--- src/hdl/vdl_pkg.sv ---
// shared constants and types for the diagnostic serial link
package vdl_pkg;
  localparam int CLK_HZ = 100000000;
  localparam int SLOW_BAUD = 5;
  localparam int FAST_BAUD = 10400;
  localparam int SLOW_BIT_CYC = CLK_HZ / SLOW_BAUD;
  localparam int FAST_BIT_CYC = CLK_HZ / FAST_BAUD;
  localparam int TOL_PCT = 2;
  localparam logic [7:0] STD_ADDR = 8'h33;
  localparam logic [7:0] SYNC_BYTE = 8'h55;
  localparam logic [6:0] KEY1_DEF = 7'h08;
  localparam logic [6:0] KEY2_DEF = 7'h08;
  localparam int MSG_MIN = 5;
  localparam int MSG_MAX = 11;
  localparam int W1_CYC = 3000000;
  localparam int W2_CYC = 1000000;
  localparam int W4_CYC = 2500000;
  localparam int GAP_CYC = 2000000;
  typedef logic [7:0] vdl_byte_t;
endpackage

--- src/hdl/vdl_bit_if.sv ---
// byte request and answer signals between the link core and the bit engine
`timescale 1ns/1ns
`default_nettype none
interface vdl_bit_if;
  logic tx_go;
  logic [7:0] tx_byte;
  logic tx_busy;
  logic rx_done;
  logic [7:0] rx_byte;
  logic rx_ferr;
  logic slow;
  logic rx_en;
  modport core (output tx_go, output tx_byte, output slow, output rx_en,
                input tx_busy, input rx_done, input rx_byte, input rx_ferr);
  modport eng (input tx_go, input tx_byte, input slow, input rx_en,
               output tx_busy, output rx_done, output rx_byte, output rx_ferr);
endinterface
`default_nettype wire

--- src/hdl/vdl_bit_engine.sv ---
// uart-style bit engine: one start, 8 data lsb first, one stop
`timescale 1ns/1ns
`default_nettype none
module vdl_bit_engine #(
  parameter int SLOW_CYC = vdl_pkg::SLOW_BIT_CYC,
  parameter int FAST_CYC = vdl_pkg::FAST_BIT_CYC
) (
  input wire logic mclk_in,
  input wire logic srst_in,
  input wire logic line_in,
  output logic tx_line_out,
  vdl_bit_if.eng bi
);
  logic [24:0] tcnt;
  logic [3:0] tbit;
  logic [9:0] tsh;
  logic [24:0] rcnt;
  logic [3:0] rbit;
  logic [7:0] rsh;
  logic ract;
  logic [24:0] bit_cyc;
  assign bit_cyc = bi.slow ? 25'(SLOW_CYC) : 25'(FAST_CYC);
  // transmit
  always_ff @(posedge mclk_in) begin
    if (srst_in) begin
      tcnt <= '0;
      tbit <= '0;
      tsh <= 10'h3ff;
    end else if (tbit == 4'h0) begin
      if (bi.tx_go) begin
        tsh <= {1'b1, bi.tx_byte, 1'b0};
        tbit <= 4'ha;
        tcnt <= bit_cyc - 25'h1;
      end
    end else if (tcnt == 25'h0) begin
      tsh <= {1'b1, tsh[9:1]};
      tbit <= tbit - 4'h1;
      tcnt <= bit_cyc - 25'h1;
    end else begin
      tcnt <= tcnt - 25'h1;
    end
  end
  // idle select forces a one onto the line so it rests recessive
  assign tx_line_out = (tbit == 4'h0) ? 1'b1 : tsh[0];
  assign bi.tx_busy = (tbit != 4'h0);
  // receive, sampled at mid bit for best edge margin
  always_ff @(posedge mclk_in) begin
    if (srst_in) begin
      ract <= 1'b0;
      rcnt <= '0;
      rbit <= '0;
      rsh <= '0;
      bi.rx_done <= 1'b0;
      bi.rx_byte <= '0;
      bi.rx_ferr <= 1'b0;
    end else begin
      bi.rx_done <= 1'b0;
      if (!ract) begin
        if (bi.rx_en && !line_in) begin
          ract <= 1'b1;
          rbit <= 4'h0;
          rcnt <= {1'b0, bit_cyc[24:1]};
        end
      end else if (rcnt == 25'h0) begin
        rcnt <= bit_cyc - 25'h1;
        rbit <= rbit + 4'h1;
        if (rbit == 4'h0 && line_in) begin
          ract <= 1'b0;
        end else if (rbit >= 4'h1 && rbit <= 4'h8) begin
          rsh <= {line_in, rsh[7:1]};
        end else if (rbit == 4'h9) begin
          ract <= 1'b0;
          bi.rx_done <= 1'b1;
          bi.rx_byte <= rsh;
          bi.rx_ferr <= !line_in;
        end
      end else begin
        rcnt <= rcnt - 25'h1;
      end
    end
  end
  tx_idle_high_a: assert property (@(posedge mclk_in) disable iff (srst_in)
    !bi.tx_busy |-> tx_line_out) else $error("line not recessive when idle");
  start_low_a: assert property (@(posedge mclk_in) disable iff (srst_in)
    (!bi.tx_busy && bi.tx_go) |=> !tx_line_out) else $error("no start bit");
endmodule
`default_nettype wire

--- src/hdl/vdl_link.sv ---
// diagnostic serial link, control unit end: init, header and message exchange
// Functional notes
// - slow address accepted on data line, init line, or both.
// - header and messages run at 10.4 kbit/s after initialization.
// - all bit rates within plus or minus two percent of nominal.
// - data line output rests high whenever link is idle.
// - address 33 hex selects standard protocol; others vendor formats.
// - messages are 5 to 11 bytes long; responses are cut at 11 bytes but not held to 5.
// - byte is low start, 8 data bits lsb first, high stop.
// - last byte is 8-bit sum of all preceding message bytes.
// - tester sends requests; control unit returns responses.
// - device provides data line alone or data and init lines.
// - key word is 7 bits lsb first plus odd parity.
`timescale 1ns/1ns
`default_nettype none
module vdl_link #(
  parameter int W1_CYC = vdl_pkg::W1_CYC,
  parameter int W2_CYC = vdl_pkg::W2_CYC,
  parameter int W4_CYC = vdl_pkg::W4_CYC,
  parameter int GAP_CYC = vdl_pkg::GAP_CYC,
  parameter int SLOW_CYC = vdl_pkg::SLOW_BIT_CYC,
  parameter int FAST_CYC = vdl_pkg::FAST_BIT_CYC,
  parameter logic [6:0] KEY1 = vdl_pkg::KEY1_DEF,
  parameter logic [6:0] KEY2 = vdl_pkg::KEY2_DEF
) (
  input wire logic mclk_in,
  input wire logic srst_in,
  input wire logic data_line_in,
  output logic data_line_oe_out,
  output logic data_line_out,
  input wire logic init_line_in,
  input wire logic init_line_used_in,
  output logic linked_out,
  output logic std_proto_out,
  output logic [7:0] init_addr_out,
  output logic req_valid_out,
  output logic [7:0] req_byte_out,
  output logic req_last_out,
  output logic req_err_out,
  input wire logic rsp_valid_in,
  input wire logic [7:0] rsp_byte_in,
  input wire logic rsp_last_in,
  output logic rsp_ready_out
);
  typedef enum {ST_IDLE, ST_ADDR, ST_W1, ST_SYNC, ST_W2, ST_KEY1, ST_KEY2,
                ST_WINV, ST_INVA, ST_RUN, ST_RSP} vdl_state_t;
  vdl_state_t state;
  logic [2:0] d_sync, i_sync;
  logic line_lvl;
  logic [23:0] wcnt;
  logic [7:0] addr;
  logic [7:0] sum_rx, sum_tx;
  logic [3:0] rx_len, tx_len;
  logic [23:0] gap;
  logic tx_pend;
  vdl_bit_if bi ();
  vdl_bit_engine #(.SLOW_CYC(SLOW_CYC), .FAST_CYC(FAST_CYC)) u_eng (
    .mclk_in(mclk_in),
    .srst_in(srst_in),
    .line_in(line_lvl),
    .tx_line_out(data_line_out),
    .bi(bi)
  );
  function automatic logic [7:0] key_word(input logic [6:0] k);
    key_word = {~^k, k};
  endfunction
  function automatic logic [7:0] csum_add(input logic [7:0] a, input logic [7:0] b);
    csum_add = 8'(a + b);
  endfunction
  // three-stage pin synchronisers; change accepted when stages two and three agree
  always_ff @(posedge mclk_in) begin
    if (srst_in) begin
      d_sync <= 3'h7;
      i_sync <= 3'h7;
      line_lvl <= 1'b1;
    end else begin
      d_sync <= {d_sync[1:0], data_line_in};
      i_sync <= {i_sync[1:0], init_line_in};
      if (state == ST_IDLE || state == ST_ADDR) begin
        // either line may carry the address while init_line_used_in is set; low on either is then a zero
        if (d_sync[1] == d_sync[2] && (i_sync[1] == i_sync[2] || !init_line_used_in))
          line_lvl <= d_sync[2] & (i_sync[2] | !init_line_used_in);
      end else if (d_sync[1] == d_sync[2]) begin
        line_lvl <= d_sync[2];
      end
    end
  end
  assign bi.slow = (state == ST_IDLE || state == ST_ADDR);
  assign bi.rx_en = (state == ST_IDLE || state == ST_WINV || state == ST_RUN);
  assign data_line_oe_out = !data_line_out;
  assign rsp_ready_out = (state == ST_RSP) && !bi.tx_busy && !tx_pend;
  // bit counts are integer divisions of 100 MHz, far inside the 2 percent margin
  always_ff @(posedge mclk_in) begin
    if (srst_in) begin
      state <= ST_IDLE;
      wcnt <= '0;
      addr <= '0;
      tx_pend <= 1'b0;
      bi.tx_go <= 1'b0;
      bi.tx_byte <= 8'hff;
      sum_tx <= '0;
      tx_len <= '0;
    end else begin
      bi.tx_go <= 1'b0;
      if (wcnt != 24'h0)
        wcnt <= wcnt - 24'h1;
      unique case (state)
        ST_IDLE: if (bi.rx_done) begin
          addr <= bi.rx_byte;
          state <= bi.rx_ferr ? ST_IDLE : ST_W1;
          wcnt <= 24'(W1_CYC);
        end
        ST_ADDR: state <= ST_IDLE;
        ST_W1: if (wcnt == 24'h0) begin
          bi.tx_byte <= vdl_pkg::SYNC_BYTE;
          bi.tx_go <= 1'b1;
          state <= ST_SYNC;
        end
        ST_SYNC: if (!bi.tx_go && !bi.tx_busy) begin
          wcnt <= 24'(W2_CYC);
          state <= ST_W2;
        end
        ST_W2: if (wcnt == 24'h0) begin
          bi.tx_byte <= key_word(KEY1);
          bi.tx_go <= 1'b1;
          state <= ST_KEY1;
        end
        ST_KEY1: if (!bi.tx_go && !bi.tx_busy) begin
          bi.tx_byte <= key_word(KEY2);
          bi.tx_go <= 1'b1;
          state <= ST_KEY2;
        end
        ST_KEY2: if (!bi.tx_go && !bi.tx_busy) begin
          wcnt <= 24'(W4_CYC);
          state <= ST_WINV;
        end
        ST_WINV: if (bi.rx_done) begin
          if (bi.rx_byte == ~key_word(KEY2)) begin
            bi.tx_byte <= ~addr;
            bi.tx_go <= 1'b1;
            state <= ST_INVA;
          end else begin
            state <= ST_IDLE;
          end
        end else if (wcnt == 24'h0) begin
          state <= ST_IDLE;
        end
        ST_INVA: if (!bi.tx_go && !bi.tx_busy)
          state <= ST_RUN;
        ST_RUN: if (gap == 24'h0 && rx_len == 4'h0)
          state <= ST_IDLE;
        else if (req_valid_out && req_last_out) begin
          state <= ST_RSP;
          sum_tx <= '0;
          tx_len <= '0;
        end
        ST_RSP: begin
          if (rsp_valid_in && rsp_ready_out) begin
            bi.tx_go <= 1'b1;
            tx_pend <= 1'b1;
            tx_len <= tx_len + 4'h1;
            // last data byte is followed by the computed checksum byte
            if (rsp_last_in || tx_len == 4'(vdl_pkg::MSG_MAX - 2)) begin
              bi.tx_byte <= rsp_byte_in;
              sum_tx <= csum_add(sum_tx, rsp_byte_in);
              tx_len <= 4'hf;
            end else begin
              bi.tx_byte <= rsp_byte_in;
              sum_tx <= csum_add(sum_tx, rsp_byte_in);
            end
          end else if (tx_pend && !bi.tx_go && !bi.tx_busy) begin
            tx_pend <= 1'b0;
            if (tx_len == 4'hf) begin
              bi.tx_byte <= sum_tx;
              bi.tx_go <= 1'b1;
              tx_len <= 4'he;
              tx_pend <= 1'b1;
            end else if (tx_len == 4'he) begin
              state <= ST_RUN;
            end
          end
        end
      endcase
    end
  end
  // request side: gap of line silence closes a message
  always_ff @(posedge mclk_in) begin
    if (srst_in) begin
      gap <= 24'(GAP_CYC);
      rx_len <= '0;
      sum_rx <= '0;
      req_valid_out <= 1'b0;
      req_byte_out <= '0;
      req_last_out <= 1'b0;
      req_err_out <= 1'b0;
    end else begin
      req_valid_out <= 1'b0;
      req_last_out <= 1'b0;
      if (state != ST_RUN) begin
        gap <= 24'(GAP_CYC);
        rx_len <= '0;
        sum_rx <= '0;
      end else if (bi.rx_done) begin
        gap <= 24'(FAST_CYC * 2);
        req_valid_out <= 1'b1;
        req_byte_out <= bi.rx_byte;
        rx_len <= (rx_len == 4'hf) ? rx_len : rx_len + 4'h1;
        sum_rx <= csum_add(sum_rx, bi.rx_byte);
        req_err_out <= 1'b0;
      end else if (gap != 24'h0) begin
        // silence counts only while the line rests high; a byte in flight reloads it
        gap <= line_lvl ? gap - 24'h1 : 24'(FAST_CYC * 11);
      end else if (rx_len != 4'h0) begin
        // last byte received is the checksum; compare against sum of the rest
        req_valid_out <= 1'b1;
        req_last_out <= 1'b1;
        req_err_out <= (csum_add(sum_rx, ~req_byte_out + 8'h01) != req_byte_out)
          || rx_len < 4'(vdl_pkg::MSG_MIN) || rx_len > 4'(vdl_pkg::MSG_MAX);
        rx_len <= '0;
        sum_rx <= '0;
        gap <= 24'(GAP_CYC);
      end
    end
  end
  assign linked_out = (state == ST_RUN || state == ST_RSP);
  assign std_proto_out = linked_out && (addr == vdl_pkg::STD_ADDR);
  assign init_addr_out = addr;
  inv_addr_a: assert property (@(posedge mclk_in) disable iff (srst_in)
    (state == ST_WINV && bi.rx_done && bi.rx_byte == ~key_word(KEY2))
    |=> bi.tx_go && bi.tx_byte == ~addr) else $error("inverted address not sent");
  key_par_a: assert property (@(posedge mclk_in) disable iff (srst_in)
    (bi.tx_go && (state == ST_KEY1 || state == ST_KEY2)) |-> ^bi.tx_byte)
    else $error("key word parity even");
  fast_rate_a: assert property (@(posedge mclk_in) disable iff (srst_in)
    linked_out |-> !bi.slow) else $error("slow rate after init");
  std_sel_a: assert property (@(posedge mclk_in) disable iff (srst_in)
    std_proto_out |-> addr == 8'h33) else $error("standard mode on wrong address");
  oe_low_a: assert property (@(posedge mclk_in) disable iff (srst_in)
    data_line_oe_out |-> !data_line_out) else $error("driving a high level");
  len_err_a: assert property (@(posedge mclk_in) disable iff (srst_in)
    (state == ST_RUN && gap == 24'h0 && rx_len > 4'h0 && rx_len < 4'h5 && !bi.rx_done)
    |=> req_last_out && req_err_out) else $error("short message not flagged");
  cs_last_a: assert property (@(posedge mclk_in) disable iff (srst_in)
    (state == ST_RSP && tx_pend && tx_len == 4'hf && !bi.tx_go && !bi.tx_busy)
    |=> bi.tx_go && bi.tx_byte == $past(sum_tx)) else $error("checksum not sent last");
  rsp_after_req_a: assert property (@(posedge mclk_in) disable iff (srst_in)
    (state == ST_RUN && req_valid_out && req_last_out) |=> state == ST_RSP)
    else $error("no response phase");
  link_up_c: cover property (@(posedge mclk_in) disable iff (srst_in) $rose(linked_out));
  req_ok_c: cover property (@(posedge mclk_in) disable iff (srst_in)
    req_last_out && !req_err_out);
  rsp_sent_c: cover property (@(posedge mclk_in) disable iff (srst_in)
    state == ST_RSP ##1 state == ST_RUN);
endmodule
`default_nettype wire

--- config.mk ---
export PLATFORM = sky130hd
export DESIGN_NAME = vdl_link
export DESIGN_NICKNAME = d
export VERILOG_FILES = /design/src/hdl/vdl_pkg.sv /design/src/hdl/vdl_bit_if.sv /design/src/hdl/vdl_bit_engine.sv /design/src/hdl/vdl_link.sv
export SDC_FILE = /design/constraint.sdc
export NUM_CORES = 1
export LEC_CHECK = 0
export BUFFER_PORTS_ARGS = -buffer_cell sky130_fd_sc_hd__buf_2
export CORE_MARGIN = 2
export CORE_UTILIZATION = 45
export CTS_CLUSTER_SIZE = 8
export DETAILED_ROUTE_END_ITERATION = 10
export GPL_TIMING_DRIVEN = 0
export PLACE_DENSITY = 0.7
export SYNTH_ARGS = -nofsm -noshare
export SYNTH_HDL_FRONTEND = slang
export SYNTH_SLANG_ARGS = --single-unit
--- constraint.sdc ---
create_clock -name mclk_in -period 2.7 [get_ports mclk_in]
set_input_delay 0.135 -clock mclk_in [delete_from_list [all_inputs] [get_ports mclk_in]]
set_output_delay 0.135 -clock mclk_in [all_outputs]
set_load 0.03 [all_outputs]
; ---- After elaboration in Yosys (flattened, before gate mapping)
; Index checks and enable logic that the tools add are counted.
[classes]
n_addsub = 13
n_mul = 0
n_div = 0
order_cmp = 4
eq_ne = 50
n_shift = 0
muxes = 97
n_bitwise = 9
reduce_logical = 68
[ops]
columns = cell, n
row1 = $mux W32, 15
row2 = $pmux W32 S11, 1
row3 = $mux W25, 7
row4 = $mux W24, 7
row5 = $eq A32 B3 Y1 const B, 4
row6 = $eq A32 B4 Y1 const B, 4
row7 = $mux W8, 14
row8 = $eq A32 B2 Y1 const B, 3
row9 = $sub A25 B1 Y25 const B, 3
row10 = $pmux W24 S3, 1
row11 = $mux W4, 17
row12 = $eq A32 B5 Y1 const B, 2
row13 = $logic_not A32 Y1, 2
row14 = $logic_not A25 Y1, 2
row15 = $logic_not A24 Y1, 2
row16 = $reduce_bool A24 Y1, 2
row17 = $sub A24 B1 Y24 const B, 2
row18 = $pmux W8 S5, 1
row19 = $ne A2 B2 Y1 const B, 18
row20 = $eq A32 B1 Y1 const B, 1
row21 = $ne A32 B5 Y1 const B, 1
row22 = $mux W10, 3
row23 = $mux W1, 26
row24 = $add A8 B8 Y8, 3
row25 = 41 further kinds, 100
[word_totals]
ff_bits = 227
latch_bits = 0
mem_bits_rw = 0
rom_bits = 0
in_bits = 15
output_inout_bits = 24
word_cells = 270
n_memories = 0

; ---- Depth between registers and ports, before layout
; Gate-level depths: netlist of run 1.
[logic_depth]
word_depth = 9
mapped_depth = 10
depth_no_buf = 10

; ---- By module
; A second synthesis of run 1 with hierarchy kept.
[unflattened]
cells_unflattened = 1283
area_unflattened_um2 = 10750.3
[by_module_without_submodules]
columns = module, instances, cells_each, area_per_inst_um2, seq_area_each_um2
row1 = vdl_link, 1, 758, 6351.1, 2242.2
row2 = vdl_bit_engine, 1, 525, 4399.2, 1721.7

; ---- Least setup slack after synthesis of run 1
; No wires, ideal clock.
[synth_path]
path_kind = flip-flop to flip-flop
start = reg u_eng.rcnt[0]
end = reg u_eng.rcnt[11]
arrival_time_ps = 2430
setup_slack_ps = 153
path_stages_with_launch = 10
path_buffers = 1
synth_period_minus_slack_ps = 2547
cell_sequence = dfxtp_1 inv_1 ha_1 or4b_4 or4_1 buf_2 o31ai_2 a21o_1 o21ai_1 a22o_1
[synth_between]
elab_chain_len = 3
elab_cells_between_ends = 4
classes_between = 1 x add/sub / 2 x mux / 1 x reduce/logical
[synth_rtl]
columns = item, line_no
row1 = from (decl), vdl_bit_engine.sv:17  ; logic [24:0] rcnt;
row2 = from (signal assigned), vdl_bit_engine.sv:62  ; rcnt <= {1'b0, bit_cyc[24:1]};
row3 = from (signal assigned), vdl_bit_engine.sv:65  ; rcnt <= bit_cyc - 25'h1;
row4 = from (signal assigned), vdl_bit_engine.sv:78  ; rcnt <= rcnt - 25'h1;
row5 = $sub A25 B1 Y25 / $logic_not A25 Y1 (equally long branches), "vdl_bit_engine.sv:78, vdl_bit_engine.sv:64"
row6 = $mux W25 *, vdl_bit_engine.sv:64  ; end else if (rcnt == 25'h0) begin
row7 = $mux W25 *, vdl_bit_engine.sv:58  ; if (!ract) begin
; Every way passes the cells marked *; elsewhere a longest branch is shown, timed or not.
; A chain may end at the register's enable or synchronous reset.

; ---- Worst setup path in the final report of run 1
[layout_path]
start = reg gap[17]
end = reg sum_rx[4]
[layout_between]
elab_chain_len = 3
[layout_rtl]
columns = item, line_no
row1 = from (decl), vdl_link.sv:54  ; logic [23:0] gap;
row2 = from (signal assigned), vdl_link.sv:189  ; gap <= 24'(GAP_CYC);
row3 = from (signal assigned), vdl_link.sv:200  ; gap <= 24'(GAP_CYC);
row4 = from (signal assigned), vdl_link.sv:204  ; gap <= 24'(FAST_CYC * 2);
row5 = $reduce_bool A24 Y1, vdl_link.sv:210  ; end else if (gap != 24'h0) begin
row6 = $ne A2 B1 Y1 (no source line), -
row7 = $reduce_and A2 Y1 (no source line), -
row8 = to (signal assigned), vdl_link.sv:208  ; sum_rx <= csum_add(sum_rx, bi.rx_byte);
row9 = to (decl), vdl_link.sv:52  ; logic [7:0] sum_rx, sum_tx;
; No other way between the ends.

==> impl_metrics.py, run 1 <==
metrics = {
    "run_status": {
        "outcome": "finished clean",
    },
    "power": {
        "power.total_mw": 9.54,
        "p_switching_mw": 3.83,
        "power_frac_comb_pct": 36.3,
        "seqPwrFrac_pct": 36.4,
        "switching_share_pct": 40.2,
        "p_int_mw": 5.71,
        "cellPowerDensity_mw_per_mm2": 775,
        "p_leak_nw": 4.59,
        "power_frac_clock_pct": 27.3,
        "ir_drop_uv": 424,
    },
    "clock_network": {
        "cts_htree_levels": 4,
        "cts_tree": "built",
        "cts_buffer_depth": 2,
        "cts_buffers": 17,
        "clkTransAtPathRegs_ns": 0.08,
        "clock_latency_ns": 0.46,
        "cts_root_buf": "clkbuf_16",
        "clock_sinks": 198,
    },
    "grt": {
        "grt_overflow_total": 0,
        "grt_start_max_net_pins": 22,
        "grt_pass1_vias": 9489,
        "grt_use_total_pct": 24.0,
        "antenna_found_initial": 0,
        "grt_pass1_wl_um": 48100,
    },
    "sta": {
        "hold_slack_ns": 0.0144,
        "finalSetupViolations": 0,
        "drv_slew": 0,
        "rsz0062_at_grt": "yes",
        "worstMarginPinSlew_ns": 0.895,
        "timing.fmax_mhz": 375,
        "fin_crit_sh_pct": 98.7,
        "skew_ns": 0.0184,
        "hold_violations": 0,
        "fin_crit_ns": 2.67,
        "slew_headroom_pct": 40.3,
    },
    "setup_path": {
        "r2r_setup_slack_ns": 0.03,
        "cp_common_cell": "or4_4",
        "critPathBufInv": 1,
        "crit_chain": "or4_4 > or4_4 > or4b_4 > and2_4 > buf_8 > a22oi_2 > nor2_1",
        "worstSetupPathType": "reg2reg",
        "critical_path_arrival_ns": 2.98,
        "cp.required_ns": 3.02,
        "crit_fanout": 10,
        "critPathMaxStageDelay_ns": 0.59,
        "critPathTopFamily": "simple AND/OR/NAND/NOR gates",
        "crit_path_end_kind": "register",
        "cp-start-kind": "register",
        "r2r_end": "sum_rx[4]$_SDFFE_PP0P_",
        "ff2ff_path_depth": 7,
        "crit_slowest_cell": "or4b_4",
        "crit-reg2reg-launch": "gap[17]$_SDFFE_PP1P_",
    },
    "placed_design": {
        "gp_congestion": 0.933,
        "dp_hpwl_um": 20700,
        "place_area_sq_mm": 0.0112,
        "numPortBuffers": 38,
        "place_inst": 1666,
    },
    "route": {
        "drt-total-wl_um": 29800,
        "met1_length_um": 13300,
        "top_layer_used": "met4",
        "met3_length_um": 2000,
        "wl_per_cell_um": 17.4,
        "viasPerCell": 5.96,
        "drtPass1Iterations": 6,
        "ant_nets": 0,
        "drc_errors": 0,
        "wl_met2_um": 13800,
        "via_count": 10222,
        "first_iter_violations": 875,
    },
    "yosys": {
        "async_flop_share_pct": 0,
        "synth-edff-count": 0,
        "yosysSeqAreaShare_pct": 37.2,
        "yosys.area.top_type": "dfxtp_1",
        "ys_ff_latch": 198,
        "syn_nets": 1364,
        "syn_inst": 1309,
        "avgSynthCellArea_sq_um": 8.14,
        "ys_types": 78,
        "yosysWarnings": 0,
        "synth_area_leaders": "dfxtp_1, nor2_1, a21oi_1",
        "synthFlopType": "dfxtp_1",
        "synth_top_area_share_pct": 37.2,
        "syn-cell-area_sq_mm": 0.0107,
    },
    "floorplan": {
        "ioPinCount": 39,
        "die_height_um": 158,
        "core-area_sq_mm": 0.0233,
        "die_area_sq_mm": 0.0249,
        "fp.dieW_um": 158,
        "initial_core_util_pct": 45.7,
        "rows": 56,
    },
    "cells_and_area": {
        "drive_gt1_share_pct": 13.2,
        "fill_cells": 2192,
        "fin_cells": 1714,
        "stdcell_area_sq_mm": 0.0123,
        "syn2layout_area_growth_pct": 15.6,
        "seq_area_sq_mm": 0.00397,
        "insertedDiodeCount": 0,
        "fin_nets": 1437,
        "layout_commonest_cell": "dfxtp_1",
        "multiInputGateArea_sq_mm": 0.00649,
        "layout_common_cells": "dfxtp_1, nor2_1, nand2_1",
    },
    "worst_hold_path": {
        "holdPathStages": 3,
        "hp-class": "in2reg",
        "hp-start": "rsp_byte_in[4]",
        "hold_end": "bi.tx_byte[4]$_SDFFE_PP1P_",
    },
    "run": {
        "timing.max_cap.violations": 0,
    },
}
[synth_stat cells (10+ instances only)]
library cell / instances
nor3_1: 60
ha_1: 37
a21o_1: 10
dfxtp_1: 198
inv_1: 45
nand3_1: 41
or2_2: 10
or4_1: 10
nand2b_1: 12
a21oi_1: 102
a22oi_1: 13
nor2_1: 157
xnor2_1: 37
nand2_1: 104
mux2i_1: 29
xor2_1: 27
a31oi_1: 19
a221oi_1: 14
clkbuf_1: 52
o21ai_0: 69
a211oi_1: 15
nor4_1: 20
nand4_1: 16
or3_1: 28
a311oi_1: 18
[sequential cells by signal, indices dropped and copies added, names as in the netlist, 3 cells and up]
register,flops
rx_len,4
wcnt,24
d_sync,3
state,4
req_byte_out,8
i_sync,3
u_eng.tcnt,25
u_eng.rsh,8
gap,24
tx_len,4
sum_tx,8
u_eng.tbit,4
u_eng.tsh,9
bi.tx_byte,8
u_eng.rcnt,25
u_eng.rbit,4
init_addr_out,8
u_eng.bi.rx_byte,8
sum_rx,8
[metal layers]
layer,GRT usage (%),vias to the layer above
li1,-,4957
met1,31.7,4820
met2,39.4,373
met3,4.38,72
met4,7.92,0
met5,0,-
[what timing repair did]
| item | 4_1_cts | 5_1_grt |
|---|---|---|
| setup buffers | 7 | 11 |
| resized for setup | 30 | 55 |
| hold buffers | 3 | 0 |
| endpoints found under the setup margin | 114 | 130 |
| pin swaps | 5 | 6 |
| hold endpoints to repair | 3 | 0 |
[worst max path at each step]
| stage | from | end | slack [ns] | depth (start not counted) |
|---|---|---|---|---|
| floorplan | u_eng.rcnt[0]$_SDFFE_PP0P_ | u_eng.rcnt[11]$_SDFFE_PP0P_ | 0.15 | 9 |
| global placement | u_eng.tbit[0]$_SDFFE_PP0P_ | bi.tx_byte[4]$_SDFFE_PP1P_ | -0.58 | 8 |
| detailed placement | state[2]$_SDFFE_PP0P_ | u_eng.rcnt[15]$_SDFFE_PP0P_ | -0.59 | 9 |
| CTS | state[2]$_SDFFE_PP0P_ | u_eng.rcnt[6]$_SDFFE_PP0P_ | 0.003 | 9 |
| global route | gap[11]$_SDFFE_PP0P_ | req_err_out$_SDFFE_PP0P_ | -0.05 | 8 |
| finish | gap[17]$_SDFFE_PP1P_ | sum_rx[4]$_SDFFE_PP0P_ | 0.03 | 7 |
[final cells by class]
| type | count | area share [%] |
|---|---|---|
| Buffer | 63 | 2.38 |
| Clock buffer | 17 | 3.46 |
| Clock inverter | 15 | 1.44 |
| Inverter | 47 | 1.43 |
| Multi-Input combinational cell | 996 | 52.7 |
| Sequential cell | 198 | 32.2 |
| Tap cell | 319 | 3.24 |
| Timing Repair Buffer | 59 | 3.05 |
[power groups by stage]
stage	clock network [mW]	registers (mW)	logic [mW]
2_1_floorplan	0	3.46	2.38
3_3_place_gp	0	3.51	3.04
3_5_place_dp	0	3.52	3.08
4_1_cts	2.63	3.45	3.18
5_1_grt	2.72	3.52	3.81
6_report	2.60	3.47	3.46
[worst register-to-register path: stages (launching register included)]
cell and delay, ns:
dfxtp_2 0.34, or4_4 0.56, or4_4 0.48, or4b_4 0.59, and2_4 0.20, buf_8 0.14
a22oi_2 0.18, nor2_1 0.05
[per-stage QoR]
| step | setup TNS, ns | utilization [%] | worst slack (ns) |
|---|---|---|---|
| 2_1_floorplan | 0 | - | 0.153 |
| 3_3_place_gp | -20.92 | 48.2 | -0.579 |
| 3_5_place_dp | -21.49 | 48.2 | -0.590 |
| 4_1_cts | 0 | 51.6 | 0.00273 |
| 5_1_grt | -0.354 | 52.8 | -0.0546 |
| 6_report | 0 | 52.8 | 0.0338 |
[cells by family (layout without fill, tap and decap cells)]
family / count (synthesis) / after routing / synth area share (%)
compound gates: 347 / 347 / 21.4
xor+xnor: 64 / 64 / 5.26
fa+ha+maj: 40 / 40 / 4.91
buf+inv: 115 / 201 / 4.23
flops: 198 / 198 / 37.2
mux: 29 / 29 / 2.73
simple gates: 516 / 516 / 24.3
Power figures use the tool's default switching activity.
==> run 2: changes to the inputs <==
--- a/config.mk
+++ b/config.mk
@@ -8,6 +8,8 @@
 export BUFFER_PORTS_ARGS = -buffer_cell sky130_fd_sc_hd__buf_2
 export CORE_MARGIN = 2
 export CORE_UTILIZATION = 45
+export CTS_BUF_LIST = sky130_fd_sc_hd__clkbuf_8
+export CTS_CLUSTER_DIAMETER = 150
 export CTS_CLUSTER_SIZE = 8
 export DETAILED_ROUTE_END_ITERATION = 10
 export GPL_TIMING_DRIVEN = 0
==> impl_metrics.py, run 2 (synthesized netlist as in run 1, its figures left out) <==
metrics = {
    "placed_design": {
        "gp_congestion": 0.933,
        "dp_hpwl_um": 20700,
        "numPortBuffers": 38,
        "pre_cts_ws_ns": -0.590,
        "place_area_sq_mm": 0.0112,
    },
    "power": {
        "p_leak_nw": 4.50,
        "switching_share_pct": 42.0,
        "p_int_mw": 5.16,
        "cellPowerDensity_mw_per_mm2": 734,
        "power_frac_clock_pct": 22.1,
        "p_switching_mw": 3.74,
        "power_frac_comb_pct": 38.8,
        "seqPwrFrac_pct": 39.1,
        "power.total_mw": 8.90,
        "ir_drop_uv": 427,
    },
    "setup_path": {
        "crit_slowest_cell": "or4b_4",
        "crit_chain": "or4_4 > or4_4 > or4b_4 > and2_4 > buf_6 > a22oi_2 > nor2_1",
        "cp-start-kind": "register",
        "cp_common_cell": "or4_4",
        "cp.required_ns": 3.06,
        "crit_fanout": 10,
        "critical_path_arrival_ns": 3.01,
        "r2r_setup_slack_ns": 0.05,
        "critPathMaxStageDelay_ns": 0.57,
        "crit_path_end_kind": "register",
        "worstSetupPathType": "reg2reg",
    },
    "floorplan": {
        "ioPinCount": 39,
        "die_area_sq_mm": 0.0249,
        "initial_core_util_pct": 45.7,
        "rows": 56,
        "die_height_um": 158,
        "core-area_sq_mm": 0.0233,
        "fp.dieW_um": 158,
    },
    "cells_and_area": {
        "drive_gt1_share_pct": 13.2,
        "syn2layout_area_growth_pct": 13.8,
        "fin_nets": 1438,
        "insertedDiodeCount": 0,
        "largestRegisters": "u_eng.rcnt x25, u_eng.tcnt x25",
        "fin_util_pct": 52.0,
        "stdcell_area_sq_mm": 0.0121,
        "layout_commonest_cell": "dfxtp_1",
        "fill_cells": 2217,
        "layout_common_cells": "dfxtp_1, nor2_1, nand2_1",
    },
    "grt": {
        "grt_pass1_vias": 9500,
        "grt_overflow_total": 0,
        "grt_start_max_net_pins": 22,
        "antenna_found_initial": 0,
        "grt_pass1_wl_um": 48000,
        "grt_use_total_pct": 23.9,
    },
    "sta": {
        "final.setup.worst_slack_ns": 0.0505,
        "drv_slew": 0,
        "finalSetupViolations": 0,
        "finalSetupTns_ns": 0,
        "fin_crit_sh_pct": 98.1,
        "timing.fmax_mhz": 377,
        "skew_ns": 0.0305,
        "slew_headroom_pct": 40.7,
        "rsz0062_at_grt": "yes",
        "fin_crit_ns": 2.65,
        "worstMarginPinSlew_ns": 0.889,
        "hold_violations": 0,
    },
    "route": {
        "drtPass1Iterations": 8,
        "ant_nets": 0,
        "drt-total-wl_um": 29500,
        "wl_per_cell_um": 17.2,
        "first_iter_violations": 939,
        "via_count": 10193,
        "drc_errors": 0,
        "viasPerCell": 5.94,
    },
    "clock_network": {
        "clkTransAtPathRegs_ns": 0.11,
        "cts_buffers": 17,
        "clock_sinks": 198,
        "cts_root_buf": "clkbuf_8",
        "cts_buffer_depth": 2,
        "cts_tree": "built",
        "clock_latency_ns": 0.50,
        "cts_htree_levels": 4,
    },
    "run": {
        "timing.max_cap.violations": 0,
    },
    "worst_hold_path": {
        "hp-class": "in2reg",
    },
    "run_status": {
        "outcome": "finished clean",
    },
}
## run 2: worst paths after layout
check | startpoint | endpoint | cells past startpoint
worst min register to register | d_sync[0]$_SDFF_PP1_ | d_sync[1]$_SDFF_PP1_ | 1
worst max-delay path | gap[17]$_SDFFE_PP1P_ | sum_rx[4]$_SDFFE_PP0P_ | 7
worst max register to register | gap[17]$_SDFFE_PP1P_ | sum_rx[4]$_SDFFE_PP0P_ | 7
worst min-delay path | rsp_byte_in[3] | bi.tx_byte[3]$_SDFFE_PP1P_ | 3
## run 2: area by class of cell
cell class | count | area (sq um) | share of cell area [%]
Inverter | 47 | 176 | 1.45
Clock buffer | 17 | 234 | 1.93
Sequential cell | 198 | 3970 | 32.7
Timing Repair Buffer | 60 | 377 | 3.11
Clock inverter | 15 | 178 | 1.47
Buffer | 63 | 290 | 2.39
Tap cell | 319 | 399 | 3.29
Multi-Input combinational cell | 996 | 6500 | 53.6
## run 2: metal layers
layer | up-vias | wire, um | GRT usage, %
met2 | 368 | 13500 | 38.7
met1 | 4816 | 13400 | 32.0
met5 | - | 0 | 0
met4 | 0 | 581 | 7.01
met3 | 61 | 2000 | 5.09
li1 | 4948 | - | -
## run 2: per-stage QoR
step,cells,hold WS [ns]
3_3_place_gp,1666,0.348
3_5_place_dp,1666,0.344
2_1_floorplan,1309,0.239
5_1_grt,1715,0.0168
4_1_cts,1712,0.0301
6_report,1715,0.0202
## run 2: what timing repair did
item	CTS	global route
hold endpoints to repair	7	0
endpoints found under the setup margin	115	116
hold buffers	7	0
pin swaps	5	4
setup buffers	8	7
gates resized for setup	32	54
## run 2: power groups by stage
stage | registers [mW] | logic [mW] | clock network, mW
floorplan | 3.46 | 2.38 | 0
global placement | 3.51 | 3.04 | 0
detailed placement | 3.52 | 3.08 | 0
CTS | 3.45 | 3.19 | 2.00
global route | 3.52 | 3.81 | 2.11
finish | 3.48 | 3.45 | 1.97
## run 2: worst max-delay path: cells and delay by family, from the launching register on
kind            cells  cell delay (ns)
buf+inv             1             0.14
compound gates      1             0.18
simple gates        5             1.86
flops               1             0.36
==> run 3: changes to the inputs <==
--- a/config.mk
+++ b/config.mk
@@ -7,13 +7,14 @@
 export LEC_CHECK = 0
 export BUFFER_PORTS_ARGS = -buffer_cell sky130_fd_sc_hd__buf_2
 export CORE_MARGIN = 2
-export CORE_UTILIZATION = 45
+export CORE_UTILIZATION = 35
 export CTS_BUF_LIST = sky130_fd_sc_hd__clkbuf_8
 export CTS_CLUSTER_DIAMETER = 150
 export CTS_CLUSTER_SIZE = 8
 export DETAILED_ROUTE_END_ITERATION = 10
 export GPL_TIMING_DRIVEN = 0
-export PLACE_DENSITY = 0.7
+export PLACE_DENSITY = 0.59
+export SETUP_SLACK_MARGIN = 0.2
 export SYNTH_ARGS = -nofsm -noshare
 export SYNTH_HDL_FRONTEND = slang
 export SYNTH_SLANG_ARGS = --single-unit
==> impl_metrics.py, run 3 (synthesized netlist as in run 1, its figures left out) <==
metrics = {
    "floorplan": {
        "die_height_um": 178,
        "ioPinCount": 39,
        "die_area_sq_mm": 0.0318,
        "fp.dieW_um": 178,
        "rows": 63,
        "core-area_sq_mm": 0.0298,
        "initial_core_util_pct": 35.7,
    },
    "setup_path": {
        "critPathMaxStageDelay_ns": 0.56,
        "crit_path_end_kind": "register",
        "crit_fanout": 5,
        "critical_path_arrival_ns": 3.01,
        "cp.required_ns": 3.07,
        "cp-start-kind": "register",
        "worstSetupPathType": "reg2reg",
        "crit_slowest_cell": "or4b_4",
        "crit_chain": "or4_4 > or3_1 > buf_6 > or4b_4 > and2_4 > buf_8 > o211ai_2 > o41ai_2",
    },
    "sta": {
        "hold_violations": 0,
        "worstMarginPinSlew_ns": 0.864,
        "timing.fmax_mhz": 379,
        "slew_headroom_pct": 42.4,
        "fin_crit_sh_pct": 97.8,
        "finalSetupViolations": 0,
        "drv_slew": 0,
        "rsz0062_at_grt": "yes",
        "fin_crit_ns": 2.64,
        "final.setup.worst_slack_ns": 0.0600,
        "skew_ns": 0.0194,
    },
    "route": {
        "drt-total-wl_um": 31800,
        "drtPass1Iterations": 5,
        "drc_errors": 0,
        "viasPerCell": 5.65,
        "wl_per_cell_um": 17.5,
        "via_count": 10271,
        "first_iter_violations": 686,
        "ant_nets": 0,
    },
    "cells_and_area": {
        "fill_cells": 2993,
        "layout_commonest_cell": "dfxtp_1",
        "fin_cells": 1819,
        "largestRegisters": "u_eng.rcnt x25, u_eng.tcnt x25",
        "fin_util_pct": 43.5,
        "syn2layout_area_growth_pct": 21.7,
        "stdcell_area_sq_mm": 0.0130,
        "insertedDiodeCount": 0,
        "layout_common_cells": "dfxtp_1, nor2_1, nand2_1",
        "multiInputGateArea_sq_mm": 0.00686,
        "fin_nets": 1471,
        "drive_gt1_share_pct": 19.3,
        "seq_area_sq_mm": 0.00398,
    },
    "power": {
        "p_leak_nw": 4.81,
        "cellPowerDensity_mw_per_mm2": 732,
        "ir_drop_uv": 348,
    },
    "placed_design": {
        "numPortBuffers": 38,
        "gp_congestion": 0.896,
        "dp_hpwl_um": 21700,
        "place_inst": 1737,
        "pre_cts_ws_ns": -0.649,
        "place_area_sq_mm": 0.0113,
    },
    "clock_network": {
        "cts_htree_levels": 4,
        "clkTransAtPathRegs_ns": 0.11,
        "cts_buffer_depth": 2,
        "cts_root_buf": "clkbuf_8",
        "cts_tree": "built",
        "clock_latency_ns": 0.50,
        "cts_buffers": 17,
        "clock_sinks": 198,
    },
    "grt": {
        "grt_start_max_net_pins": 20,
        "grt_util_met1_pct": 26.7,
        "grt_use_total_pct": 19.8,
        "antenna_found_initial": 0,
        "grt_overflow_total": 0,
        "use_met3_pct": 3.18,
        "grtUsageMet2_pct": 32.2,
        "grt_pass1_vias": 9500,
        "grt-busiest-layer": "met2",
        "grt_pass1_wl_um": 50000,
    },
    "run_status": {
        "outcome": "finished clean",
    },
    "run": {
        "timing.max_cap.violations": 0,
    },
    "worst_hold_path": {
        "hp-class": "in2reg",
    },
}
## run 3: routing by layer
layer  share of wire (%)  up-vias
met5                   0        -
li1                    -     5018
met1                  46     4927
met4                 1.9        0
met2                  47      280
met3                 5.1       46
## run 3: repair_timing
item                                    CTS  global route
hold buffers                              8             0
endpoints found under the setup margin  170           155
buffers inserted                         22            18
pin swaps                                14            44
gates resized for setup                  96           124
cloned                                    0             3
endpoints found under the hold margin     8             0
## run 3: area by class of cell
class / count / share of cell area [%]
well taps: 390 / 3.77
flip-flops and latches: 198 / 30.7
repair buffers: 89 / 5.14
inverters: 47 / 1.39
plain buffers: 67 / 3.01
clock buffers: 17 / 1.81
multi-input cells: 996 / 52.9
clock inverters: 15 / 1.26
## run 3: final timing paths
kind	slack [ns]	from	endpoint	cells past startpoint
min	0.05	rsp_last_in	tx_len[0]$_SDFFE_PP0P_	5
max	0.06	gap[11]$_SDFFE_PP0P_	req_err_out$_SDFFE_PP0P_	8
max reg2reg	0.06	gap[11]$_SDFFE_PP0P_	req_err_out$_SDFFE_PP0P_	8
min reg2reg	0.42	d_sync[0]$_SDFF_PP1_	d_sync[1]$_SDFF_PP1_	1
## run 3: per-stage QoR
| step | setup TNS [ns] | hold WS (ns) | power (mW) |
|---|---|---|---|
| after floorplan | 0 | 0.239 | 5.84 |
| after global placement | -27.18 | 0.367 | 6.62 |
| after detailed placement | -27.34 | 0.360 | 6.63 |
| after CTS | 0 | 0.0318 | 8.95 |
| after global routing | -0.0630 | 0.0895 | 10.1 |
| final | 0 | 0.0503 | 9.49 |
## run 3: worst max-delay path, delay by kind of cell, from the launching register on
kind	cells	cell delay (ns)
buffers and inverters	2	0.27
DFF	1	0.34
AOI/OAI and AO/OA	2	0.23
and+or+nand+nor	4	1.67
## run 3: power breakdown
part           switching (mW)  internal, mW
registers               0.295          3.20
logic                    2.39          1.60
clock network            1.23         0.775
